==> config.mk <==
export PLATFORM = sky130hd
export DESIGN_NAME = tcso_top
export DESIGN_NICKNAME = d
export VERILOG_FILES = /design/src/inc/tcso_pkg.sv /design/src/rtl/tcso_top.sv /design/src/rtl/tcso_flag.sv /design/src/rtl/tcso_wave.sv
export VERILOG_INCLUDE_DIRS = /design/src /design/src/inc
export SDC_FILE = /design/constraint.sdc
export NUM_CORES = 1
export LEC_CHECK = 0
export BUFFER_PORTS_ARGS = -buffer_cell sky130_fd_sc_hd__buf_2
export CAP_MARGIN = 25
export CELL_PAD_IN_SITES_DETAIL_PLACEMENT = 0
export CELL_PAD_IN_SITES_GLOBAL_PLACEMENT = 1
export CORE_UTILIZATION = 40
export DETAILED_ROUTE_END_ITERATION = 12
export HOLD_SLACK_MARGIN = 0.03
export PLACE_DENSITY = 0.71
export SETUP_SLACK_MARGIN = 0.3
export SLEW_MARGIN = 20
export SYNTH_ARGS = -nofsm -noshare
export SYNTH_HDL_FRONTEND = slang
export SYNTH_SLANG_ARGS = --single-unit
==> constraint.sdc <==
create_clock -name CLK -period 4.13 [get_ports CLK]
set_input_delay 0.413 -clock CLK [delete_from_list [all_inputs] [get_ports CLK]]
set_output_delay 0.413 -clock CLK [all_outputs]
set_load 0.02 [all_outputs]
==> src/inc/tcso_params.svh <==
// Purpose: Offsets, field positions and reset values of the timer status/output block
// Assumes: 8-bit register port, word index equals address
// Notes: Used only by the top module; the flag and wave modules do not use it
`ifndef TCSO_PARAMS_SVH
`define TCSO_PARAMS_SVH

// ----------------------------------------
// Register addresses
// ----------------------------------------
`define TCSO_ADDR_W 3
`define TCSO_ADDR_STATUS 3'h0
`define TCSO_ADDR_CONST_A 3'h1
`define TCSO_ADDR_CONST_B 3'h2
`define TCSO_ADDR_IRQ_EN 3'h3
`define TCSO_ADDR_IRQ_STAT 3'h4

// ----------------------------------------
// Field positions
// ----------------------------------------
`define TCSO_BIT_CMF_B 7
`define TCSO_BIT_CMF_A 6
`define TCSO_BIT_OVF 5
`define TCSO_BIT_RSVD 4
`define TCSO_SEL_B_HI 3
`define TCSO_SEL_B_LO 2
`define TCSO_SEL_A_HI 1
`define TCSO_SEL_A_LO 0
`define TCSO_EV_CMP_A 0
`define TCSO_EV_CMP_B 1
`define TCSO_EV_OVF 2
`define TCSO_NUM_EV 3

// ----------------------------------------
// Reset and fixed values
// ----------------------------------------
`define TCSO_RST_CONST 8'hff
`define TCSO_RST_COUNT 8'h00
`define TCSO_RST_SEL 2'h0
`define TCSO_RST_EV 3'h0
`define TCSO_COUNT_MAX 8'hff
`define TCSO_COUNT_MIN 8'h00
`define TCSO_RSVD_VAL 1'b1

`endif

==> src/inc/tcso_pkg.sv <==
// Purpose: Types of the timer status/output block
// Assumes: Constants live in tcso_params.svh
// Notes: Output select codes match the register field encoding
package tcso_pkg;

    typedef enum logic [1:0] {
        TCSO_OS_KEEP   = 2'h0,
        TCSO_OS_LOW    = 2'h1,
        TCSO_OS_HIGH   = 2'h2,
        TCSO_OS_TOGGLE = 2'h3
    } tcso_osel_t;

    typedef logic [7:0] tcso_byte_t;

endpackage

==> src/rtl/tcso_top.sv <==
// Purpose: Status flags, output selects and interrupts of an 8-bit event timer
// Assumes: Counter value arrives synchronous to CLK from the counter logic
// Notes: Constants A and B are held here; the counter itself lives outside
`include "tcso_params.svh"
`timescale 1ns/1ps
module tcso_top import tcso_pkg::*; (
    input wire logic CLK,
    input wire logic ARST_N,
    input wire logic [2:0] ADDR,
    input wire logic [7:0] WDATA,
    input wire logic WR,
    input wire logic RD,
    output logic [7:0] RDATA,
    input wire logic [7:0] COUNT_VAL,
    output logic WAVE_OUT,
    output logic CMP_A_STB,
    output logic CMP_B_STB,
    output logic OVF_STB,
    output logic IRQ_CMP_A,
    output logic IRQ_CMP_B,
    output logic IRQ_OVF,
    output logic IRQ
);

    // ----------------------------------------
    // Address decode
    // ----------------------------------------
    logic sel_stat;
    logic sel_ca;
    logic sel_cb;
    logic sel_en;
    logic sel_ist;
    logic wr_stat;
    logic rd_stat;
    logic wr_ca;
    logic wr_cb;
    logic wr_en;
    logic wr_ist;

    always_comb begin
        sel_stat = 1'b0;
        sel_ca = 1'b0;
        sel_cb = 1'b0;
        sel_en = 1'b0;
        sel_ist = 1'b0;
        if (ADDR == `TCSO_ADDR_STATUS) begin
            sel_stat = 1'b1;
        end else if (ADDR == `TCSO_ADDR_CONST_A) begin
            sel_ca = 1'b1;
        end else if (ADDR == `TCSO_ADDR_CONST_B) begin
            sel_cb = 1'b1;
        end else if (ADDR == `TCSO_ADDR_IRQ_EN) begin
            sel_en = 1'b1;
        end else if (ADDR == `TCSO_ADDR_IRQ_STAT) begin
            sel_ist = 1'b1;
        end
        wr_stat = WR && sel_stat;
        rd_stat = RD && sel_stat;
        wr_ca = WR && sel_ca;
        wr_cb = WR && sel_cb;
        wr_en = WR && sel_en;
        wr_ist = WR && sel_ist;
    end

    // ----------------------------------------
    // Constant registers
    // ----------------------------------------
    tcso_byte_t const_a_q;
    tcso_byte_t const_a_d;
    tcso_byte_t const_b_q;
    tcso_byte_t const_b_d;

    always_comb begin
        const_a_d = const_a_q;
        const_b_d = const_b_q;
        if (wr_ca) begin
            const_a_d = WDATA;
        end
        if (wr_cb) begin
            const_b_d = WDATA;
        end
    end

    // Reset high so a counter resting at zero after reset never matches
    always_ff @(posedge CLK or negedge ARST_N) begin
        if (!ARST_N) begin
            const_a_q <= `TCSO_RST_CONST;
            const_b_q <= `TCSO_RST_CONST;
        end else begin
            const_a_q <= const_a_d;
            const_b_q <= const_b_d;
        end
    end

    // ----------------------------------------
    // Output selects
    // ----------------------------------------
    logic [1:0] osel_a_q;
    logic [1:0] osel_a_d;
    logic [1:0] osel_b_q;
    logic [1:0] osel_b_d;

    always_comb begin
        osel_a_d = osel_a_q;
        osel_b_d = osel_b_q;
        if (wr_stat) begin
            // Reserved bit 4 is not stored, so writes to it vanish
            osel_b_d = WDATA[`TCSO_SEL_B_HI:`TCSO_SEL_B_LO];
            osel_a_d = WDATA[`TCSO_SEL_A_HI:`TCSO_SEL_A_LO];
        end
    end

    always_ff @(posedge CLK or negedge ARST_N) begin
        if (!ARST_N) begin
            osel_a_q <= `TCSO_RST_SEL;
            osel_b_q <= `TCSO_RST_SEL;
        end else begin
            osel_a_q <= osel_a_d;
            osel_b_q <= osel_b_d;
        end
    end

    // ----------------------------------------
    // Interrupt enables
    // ----------------------------------------
    logic [`TCSO_NUM_EV-1:0] irq_en_q;
    logic [`TCSO_NUM_EV-1:0] irq_en_d;

    always_comb begin
        irq_en_d = irq_en_q;
        if (wr_en) begin
            irq_en_d = WDATA[`TCSO_NUM_EV-1:0];
        end
    end

    always_ff @(posedge CLK or negedge ARST_N) begin
        if (!ARST_N) begin
            irq_en_q <= `TCSO_RST_EV;
        end else begin
            irq_en_q <= irq_en_d;
        end
    end

    // ----------------------------------------
    // Match and overflow detection
    // ----------------------------------------
    // Matches are edges of equality so a slowly clocked counter that
    // rests on the constant for many cycles toggles the output once.
    logic eq_a;
    logic eq_b;
    logic eq_a_q;
    logic eq_a_d;
    logic eq_b_q;
    logic eq_b_d;
    tcso_byte_t cnt_q;
    tcso_byte_t cnt_d;
    logic [`TCSO_NUM_EV-1:0] ev;

    always_comb begin
        // Comparison paused while constant A is being written
        eq_a = (COUNT_VAL == const_a_q) && !wr_ca;
        eq_b = (COUNT_VAL == const_b_q);
        eq_a_d = eq_a;
        eq_b_d = eq_b;
        cnt_d = COUNT_VAL;
        ev = '0;
        ev[`TCSO_EV_CMP_A] = eq_a && !eq_a_q;
        ev[`TCSO_EV_CMP_B] = eq_b && !eq_b_q;
        ev[`TCSO_EV_OVF] = (cnt_q == `TCSO_COUNT_MAX) &&
                           (COUNT_VAL == `TCSO_COUNT_MIN);
    end

    always_ff @(posedge CLK or negedge ARST_N) begin
        if (!ARST_N) begin
            eq_a_q <= 1'b0;
            eq_b_q <= 1'b0;
            cnt_q <= `TCSO_RST_COUNT;
        end else begin
            eq_a_q <= eq_a_d;
            eq_b_q <= eq_b_d;
            cnt_q <= cnt_d;
        end
    end

    assign CMP_A_STB = ev[`TCSO_EV_CMP_A];
    assign CMP_B_STB = ev[`TCSO_EV_CMP_B];
    assign OVF_STB = ev[`TCSO_EV_OVF];

    // ----------------------------------------
    // Status flags
    // ----------------------------------------
    logic [`TCSO_NUM_EV-1:0] flag;
    logic [`TCSO_NUM_EV-1:0] flag_wbit;

    always_comb begin
        flag_wbit = '0;
        flag_wbit[`TCSO_EV_CMP_A] = WDATA[`TCSO_BIT_CMF_A];
        flag_wbit[`TCSO_EV_CMP_B] = WDATA[`TCSO_BIT_CMF_B];
        flag_wbit[`TCSO_EV_OVF] = WDATA[`TCSO_BIT_OVF];
    end

    logic [`TCSO_NUM_EV-1:0] ist_q;
    logic [`TCSO_NUM_EV-1:0] irq_src;

    genvar gi;
    generate
        for (gi = 0; gi < `TCSO_NUM_EV; gi = gi + 1) begin : g_flag
            logic ist_bit_q;
            logic ist_bit_d;

            tcso_flag u_flag (
                .clk(CLK),
                .arst_n(ARST_N),
                .set(ev[gi]),
                .rd(rd_stat),
                .wr(wr_stat),
                .wbit(flag_wbit[gi]),
                .flag_q(flag[gi])
            );

            // Summary status copy; a set beats a same-cycle write-one clear
            always_comb begin
                ist_bit_d = ist_bit_q;
                if (ev[gi]) begin
                    ist_bit_d = 1'b1;
                end else if (wr_ist && WDATA[gi]) begin
                    ist_bit_d = 1'b0;
                end
            end

            always_ff @(posedge CLK or negedge ARST_N) begin
                if (!ARST_N) begin
                    ist_bit_q <= 1'b0;
                end else begin
                    ist_bit_q <= ist_bit_d;
                end
            end

            assign ist_q[gi] = ist_bit_q;
            // Source request needs the flag and its enable together
            assign irq_src[gi] = flag[gi] && irq_en_q[gi];
        end
    endgenerate

    // ----------------------------------------
    // Waveform output
    // ----------------------------------------
    tcso_wave u_wave (
        .clk(CLK),
        .arst_n(ARST_N),
        .match_a(ev[`TCSO_EV_CMP_A]),
        .match_b(ev[`TCSO_EV_CMP_B]),
        .sel_a(osel_a_q),
        .sel_b(osel_b_q),
        .wave_q(WAVE_OUT)
    );

    // ----------------------------------------
    // Interrupts
    // ----------------------------------------
    // Per-source requests follow the status flags; the summary line
    // uses its own sticky copy so clearing one does not hide the other.
    assign IRQ_CMP_A = irq_src[`TCSO_EV_CMP_A];
    assign IRQ_CMP_B = irq_src[`TCSO_EV_CMP_B];
    assign IRQ_OVF = irq_src[`TCSO_EV_OVF];
    // Level line: high while any enabled summary bit is pending
    assign IRQ = |(ist_q & irq_en_q);

    // ----------------------------------------
    // Read data
    // ----------------------------------------
    tcso_byte_t rdata_d;
    tcso_byte_t rdata_q;

    always_comb begin
        rdata_d = '0;
        if (RD) begin
            if (sel_stat) begin
                rdata_d[`TCSO_BIT_CMF_B] = flag[`TCSO_EV_CMP_B];
                rdata_d[`TCSO_BIT_CMF_A] = flag[`TCSO_EV_CMP_A];
                rdata_d[`TCSO_BIT_OVF] = flag[`TCSO_EV_OVF];
                rdata_d[`TCSO_BIT_RSVD] = `TCSO_RSVD_VAL;
                rdata_d[`TCSO_SEL_B_HI:`TCSO_SEL_B_LO] = osel_b_q;
                rdata_d[`TCSO_SEL_A_HI:`TCSO_SEL_A_LO] = osel_a_q;
            end else if (sel_ca) begin
                rdata_d = const_a_q;
            end else if (sel_cb) begin
                rdata_d = const_b_q;
            end else if (sel_en) begin
                rdata_d[`TCSO_NUM_EV-1:0] = irq_en_q;
            end else if (sel_ist) begin
                rdata_d[`TCSO_NUM_EV-1:0] = ist_q;
            end
        end
    end

    // Data stand only in the cycle after the read strobe
    always_ff @(posedge CLK or negedge ARST_N) begin
        if (!ARST_N) begin
            rdata_q <= '0;
        end else begin
            rdata_q <= rdata_d;
        end
    end

    assign RDATA = rdata_q;

endmodule

==> src/rtl/tcso_flag.sv <==
// Purpose: One status flag with read-one-then-write-zero clearing
// Assumes: Read and write strobes never coincide
// Notes: A set in the clearing cycle wins
`timescale 1ns/1ps
module tcso_flag import tcso_pkg::*; (
    input wire logic clk,
    input wire logic arst_n,
    input wire logic set,
    input wire logic rd,
    input wire logic wr,
    input wire logic wbit,
    output logic flag_q
);
    logic flag_d;
    logic armed_q;
    logic armed_d;

    // ----------------------------------------
    // Next state
    // ----------------------------------------
    always_comb begin
        flag_d = flag_q;
        armed_d = armed_q;
        if (rd && flag_q) begin
            armed_d = 1'b1;
        end else if (wr) begin
            armed_d = 1'b0;
        end
        if (set) begin
            flag_d = 1'b1;
        end else if (wr && !wbit && armed_q) begin
            // Writing one never changes the flag
            flag_d = 1'b0;
        end
    end

    // ----------------------------------------
    // Registers
    // ----------------------------------------
    always_ff @(posedge clk or negedge arst_n) begin
        if (!arst_n) begin
            flag_q <= 1'b0;
            armed_q <= 1'b0;
        end else begin
            flag_q <= flag_d;
            armed_q <= armed_d;
        end
    end
endmodule

==> src/rtl/tcso_wave.sv <==
// Purpose: Waveform output driven by compare matches
// Assumes: Match inputs are one-cycle events
// Notes: Match B action is applied to the result of match A when both matches coincide
`timescale 1ns/1ps
module tcso_wave import tcso_pkg::*; (
    input wire logic clk,
    input wire logic arst_n,
    input wire logic match_a,
    input wire logic match_b,
    input wire logic [1:0] sel_a,
    input wire logic [1:0] sel_b,
    output logic wave_q
);
    logic wave_d;
    logic after_a;
    tcso_osel_t mode_a;
    tcso_osel_t mode_b;

    // ----------------------------------------
    // Function of one select field
    // ----------------------------------------
    function automatic logic apply(input tcso_osel_t m, input logic cur);
        logic r;
        case (m)
            TCSO_OS_LOW: r = 1'b0;
            TCSO_OS_HIGH: r = 1'b1;
            TCSO_OS_TOGGLE: r = ~cur;
            default: r = cur;
        endcase
        return r;
    endfunction

    // ----------------------------------------
    // Next state
    // ----------------------------------------
    always_comb begin
        mode_a = tcso_osel_t'(sel_a);
        mode_b = tcso_osel_t'(sel_b);
        after_a = match_a ? apply(mode_a, wave_q) : wave_q;
        // B applied on top of A's result when both match
        wave_d = match_b ? apply(mode_b, after_a) : after_a;
    end

    // ----------------------------------------
    // Register
    // ----------------------------------------
    always_ff @(posedge clk or negedge arst_n) begin
        if (!arst_n) begin
            wave_q <= 1'b0;
        end else begin
            wave_q <= wave_d;
        end
    end
endmodule

==> run summary <==
The tools report the post-layout net count as 259. In this run, CTS created clock tree buffers numbering 5. The commonest cells after synthesis are 35 x sky130_fd_sc_hd__dfrtp_1, 22 x sky130_fd_sc_hd__mux2_2, 16 x sky130_fd_sc_hd__dfstp_2. Max-slew violation total from the final report: 0. The largest net degree at the start of global routing is 52.

Total die area: 6270 um^2. Setup slack closes at 1.74 ns. The most used flip-flop cell after synthesis is sky130_fd_sc_hd__dfrtp_1.

The first global-routing pass estimated 9190 um of wire. The worst vdd rail ir drop was 0.161 mV. Setup repair after global routing left no endpoint under its margin. The number of hold buffers added after CTS was 0.

At the pin with the least slew margin, the transition time is 0.723 ns. The synthesized instance count is 195. For the relative slew slack, the log shows 0.517. The synthesized design contains 0 enable-type register cells. For this block, the via count after detailed routing is 1,692. The maximum frequency from static timing analysis was 418 MHz. On the critical path, the stage with the largest delay is an instance of sky130_fd_sc_hd__and4bb_1. The clock period could shrink to 2.39 ns.

The tools report the half-perimeter wire length after placement as 4270 um. Once the clock tree was built, the setup fixing pass inserted 0 buffers. The first detailed-routing pass took 4 iterations. For the number of primary I/O pins, the log shows 39. Cell with the most instances after synthesis: sky130_fd_sc_hd__dfrtp_1.

The critical path in this run is classified as in -> out. Classification of the worst-slack hold path: in -> async. At the worst endpoint, the required time is 3.72 ns.

The tools report the violation count after the first detailed-route iteration as 89. The clock passes through at most 2 buffers. The dominant cell type by count on the critical path was sky130_fd_sc_hd__buf_2. The tools report the utilization after layout as 0.485.

The tools report the number of clock sinks as 51. Summing all placed instances gives a cell area of 2640 um^2. The number of nets handed over by synthesis was 218. Clock tree synthesis selected as its root buffer the cell sky130_fd_sc_hd__clkbuf_8. The ratio of total power to cell area is 454 nW/um^2, and the total power is 1.24 mW. The floorplan has 27 rows.

Sequential fraction of the synthesis area: 0.544. The area added between synthesis and finish came out at 14.2%. Counting both buffers and inverters, the worst setup path holds a total of 2. After routing the design area is 2720 um^2. The final standard cell count with taps included and fillers excluded is 309. The tools report the count of cells resized by post-cts repair as 0.

STA classifies the critical path startpoint as an input pin. The area fraction of the dominant cell type after synthesis is 0.368, and the flip-flop and latch count after synthesis is 51. Setup violations remaining at the end of the flow were counted as 0. The region available for standard cell placement spans 5610 um^2.

After detailed routing, the number of remaining DRC violations is 0. The repair_antennas step left the layout with diodes totalling 0. Summed over all layers, the global routing overflow is 0.

The mean instance size in the synthesized netlist came out at 12.2 um^2. The kind of cell adding the most delay to the critical path was simple AND/OR/NAND/NOR gates. For the final routed database, the setup TNS stands at 0 ns. Dividing the detail-routed wire length by the instance count gives 18.4 um. In this run the tool buffered the top-level ports with 38 buffer cells. The signal on the critical path passes through buf_2, and4bb_1, nand4bb_4, nor4_4, buf_2.

The leakage dissipation was 1.20 nW; the longest individual stage delay on the worst path was 0.38 ns. The part of the cycle the worst path needs came out at 0.579. After clock tree synthesis, the clock-pin slew on the worst setup and hold paths is 0.09 ns.

The number of H-tree levels was 2. The logs give 1,688 for the number of global-route vias before repair and 0 for the number of hold violations in the final report. Of all nets on the critical path, the largest fanout is 15.

Worst hold slack: 0.201 ns. The number of distinct library cells after synthesis was 40. The run gives 5690 um as the detailed-route wire length.

The run gives 0.425 as the effective utilization at floorplan. The share of flip-flops with an asynchronous set or reset after synthesis is 1.00, and the area of the mapped netlist is 2380 um^2. By area the synthesized netlist is led by sky130_fd_sc_hd__dfrtp_1 37%, sky130_fd_sc_hd__dfstp_2 18%, sky130_fd_sc_hd__mux2_2 10%, sky130_fd_sc_hd__xnor2_1 5.1%, sky130_fd_sc_hd__nand2_1 2.2%. The number of placed instances, taps included, is 301. Max-cap violations in this run came to 0.

The run gives 0.30 ns as the clock insertion delay at the later pin of the skew report. The Yosys step of the flow raised 0 warnings. The biggest area contributor in the post-synthesis netlist is sky130_fd_sc_hd__dfrtp_1. The ratio of cells with drive above 1 in the final layout is 0.371, and the via count normalized by instance count is 5.48. The run finished with clean final reports.

The all-layer global routing usage was 0.202; the arrival time of the worst setup path was 1.98 ns. The endpoint type of the worst setup path was an output pin. The number of antenna violations at the first check in global routing was 0; the horizontal die dimension was 79.2 um.

OpenSTA, run right after detailed placement, puts the worst setup slack at 1.73 ns. TritonCTS built the clock tree. From bottom edge to top edge, the die measures 79.2 um.

The congestion estimate from routability-driven global placement came to 0.797. In this run the remaining antenna-violating nets after routing total 0. On the final layout, the worst clock skew is 0.00892 ns.
==> registers in the layout, indices dropped and copies added, names as in the netlist <==
signal,count
g_flag.u_flag.armed_q,3
eq_b_q,1
u_wave.wave_q,1
irq_en_q,3
eq_a_q,1
osel_a_q,2
osel_b_q,2
RDATA,8
cnt_q,8
const_a_q,8
g_flag.ist_bit_q,3
const_b_q,8
g_flag.u_flag.flag_q,3
==> layer usage <==
metal / share of wire / up-vias / wire length [um] / GRT usage
met3: 0.049 / 7 / 281 / 0.0391
met5: 0 / - / 0 / 0
met1: 0.46 / 849 / 2610 / 0.282
met4: 0.015 / 0 / 85 / 0.0564
li1: - / 788 / - / -
met2: 0.48 / 48 / 2700 / 0.319
==> power breakdown <==
group          total, mW  switching [mW]  internal [mW]
Sequential         0.689          0.0799          0.610
Clock              0.275           0.156          0.119
Combinational      0.270           0.139          0.131
Total               1.24           0.375          0.860
==> path summary, 6_finish.rpt <==
check	startpoint	to	slack [ns]	cells past startpoint
worst min-delay path	ARST_N	osel_a_q[1]	0.20	2
worst max register to register	const_b_q[2]	u_wave.wave_q	2.24	5
max in group asynchronous	ARST_N	RDATA[5]	3.50	2
worst min register to register	g_flag[2].u_flag.armed_q	g_flag[2].u_flag.armed_q	0.50	1
worst max-delay path	ADDR[1]	CMP_A_STB	1.74	5
min in group CLK	COUNT_VAL[3]	cnt_q[3]	0.29	1
==> layout make-up <==
type / instances / area, um^2
fillers: 542 / 2890
flip-flops and latches: 51 / 1300
multi-input cells: 135 / 1040
repair buffers: 40 / 205
well taps: 72 / 90.1
clock buffers: 7 / 76.3
inverters: 3 / 11.3
clock inverters: 1 / 5.00
==> cells by family after synthesis <==
family,after synthesis,synth area share
AND/OR/NAND/NOR,59,0.156
flip-flops,51,0.544
AO/OA/AOI/OAI,34,0.0993
XOR/XNOR,16,0.0588
buffers and inverters,9,0.0210
multiplexers,26,0.121
==> placed cells by master, fill, tap and decap left out, types with 4 or more instances in the layout <==
cell type | netlist | final
sky130_fd_sc_hd__a21o_1 | 5 | 5
sky130_fd_sc_hd__a21oi_1 | 9 | 9
sky130_fd_sc_hd__buf_2 | 1 | 38
sky130_fd_sc_hd__clkbuf_8 | 0 | 5
sky130_fd_sc_hd__dfrtp_1 | 35 | 35
sky130_fd_sc_hd__dfstp_2 | 16 | 16
sky130_fd_sc_hd__mux2_2 | 22 | 22
sky130_fd_sc_hd__mux2i_1 | 4 | 4
sky130_fd_sc_hd__nand2_1 | 14 | 14
sky130_fd_sc_hd__nand4_1 | 5 | 5
sky130_fd_sc_hd__nor2_1 | 13 | 13
sky130_fd_sc_hd__o31ai_1 | 6 | 6
sky130_fd_sc_hd__xnor2_1 | 14 | 14
==> worst reg2reg max path, cell delays in order (launching register included) <==
cell and delay (ns):
sky130_fd_sc_hd__dfstp_2 0.57, sky130_fd_sc_hd__xnor2_1 0.12, sky130_fd_sc_hd__nand4_1 0.22, sky130_fd_sc_hd__nor4b_1 0.51, sky130_fd_sc_hd__o2bb2ai_1 0.11, sky130_fd_sc_hd__a211oi_1 0.26
Power figures use the tool's default switching activity.
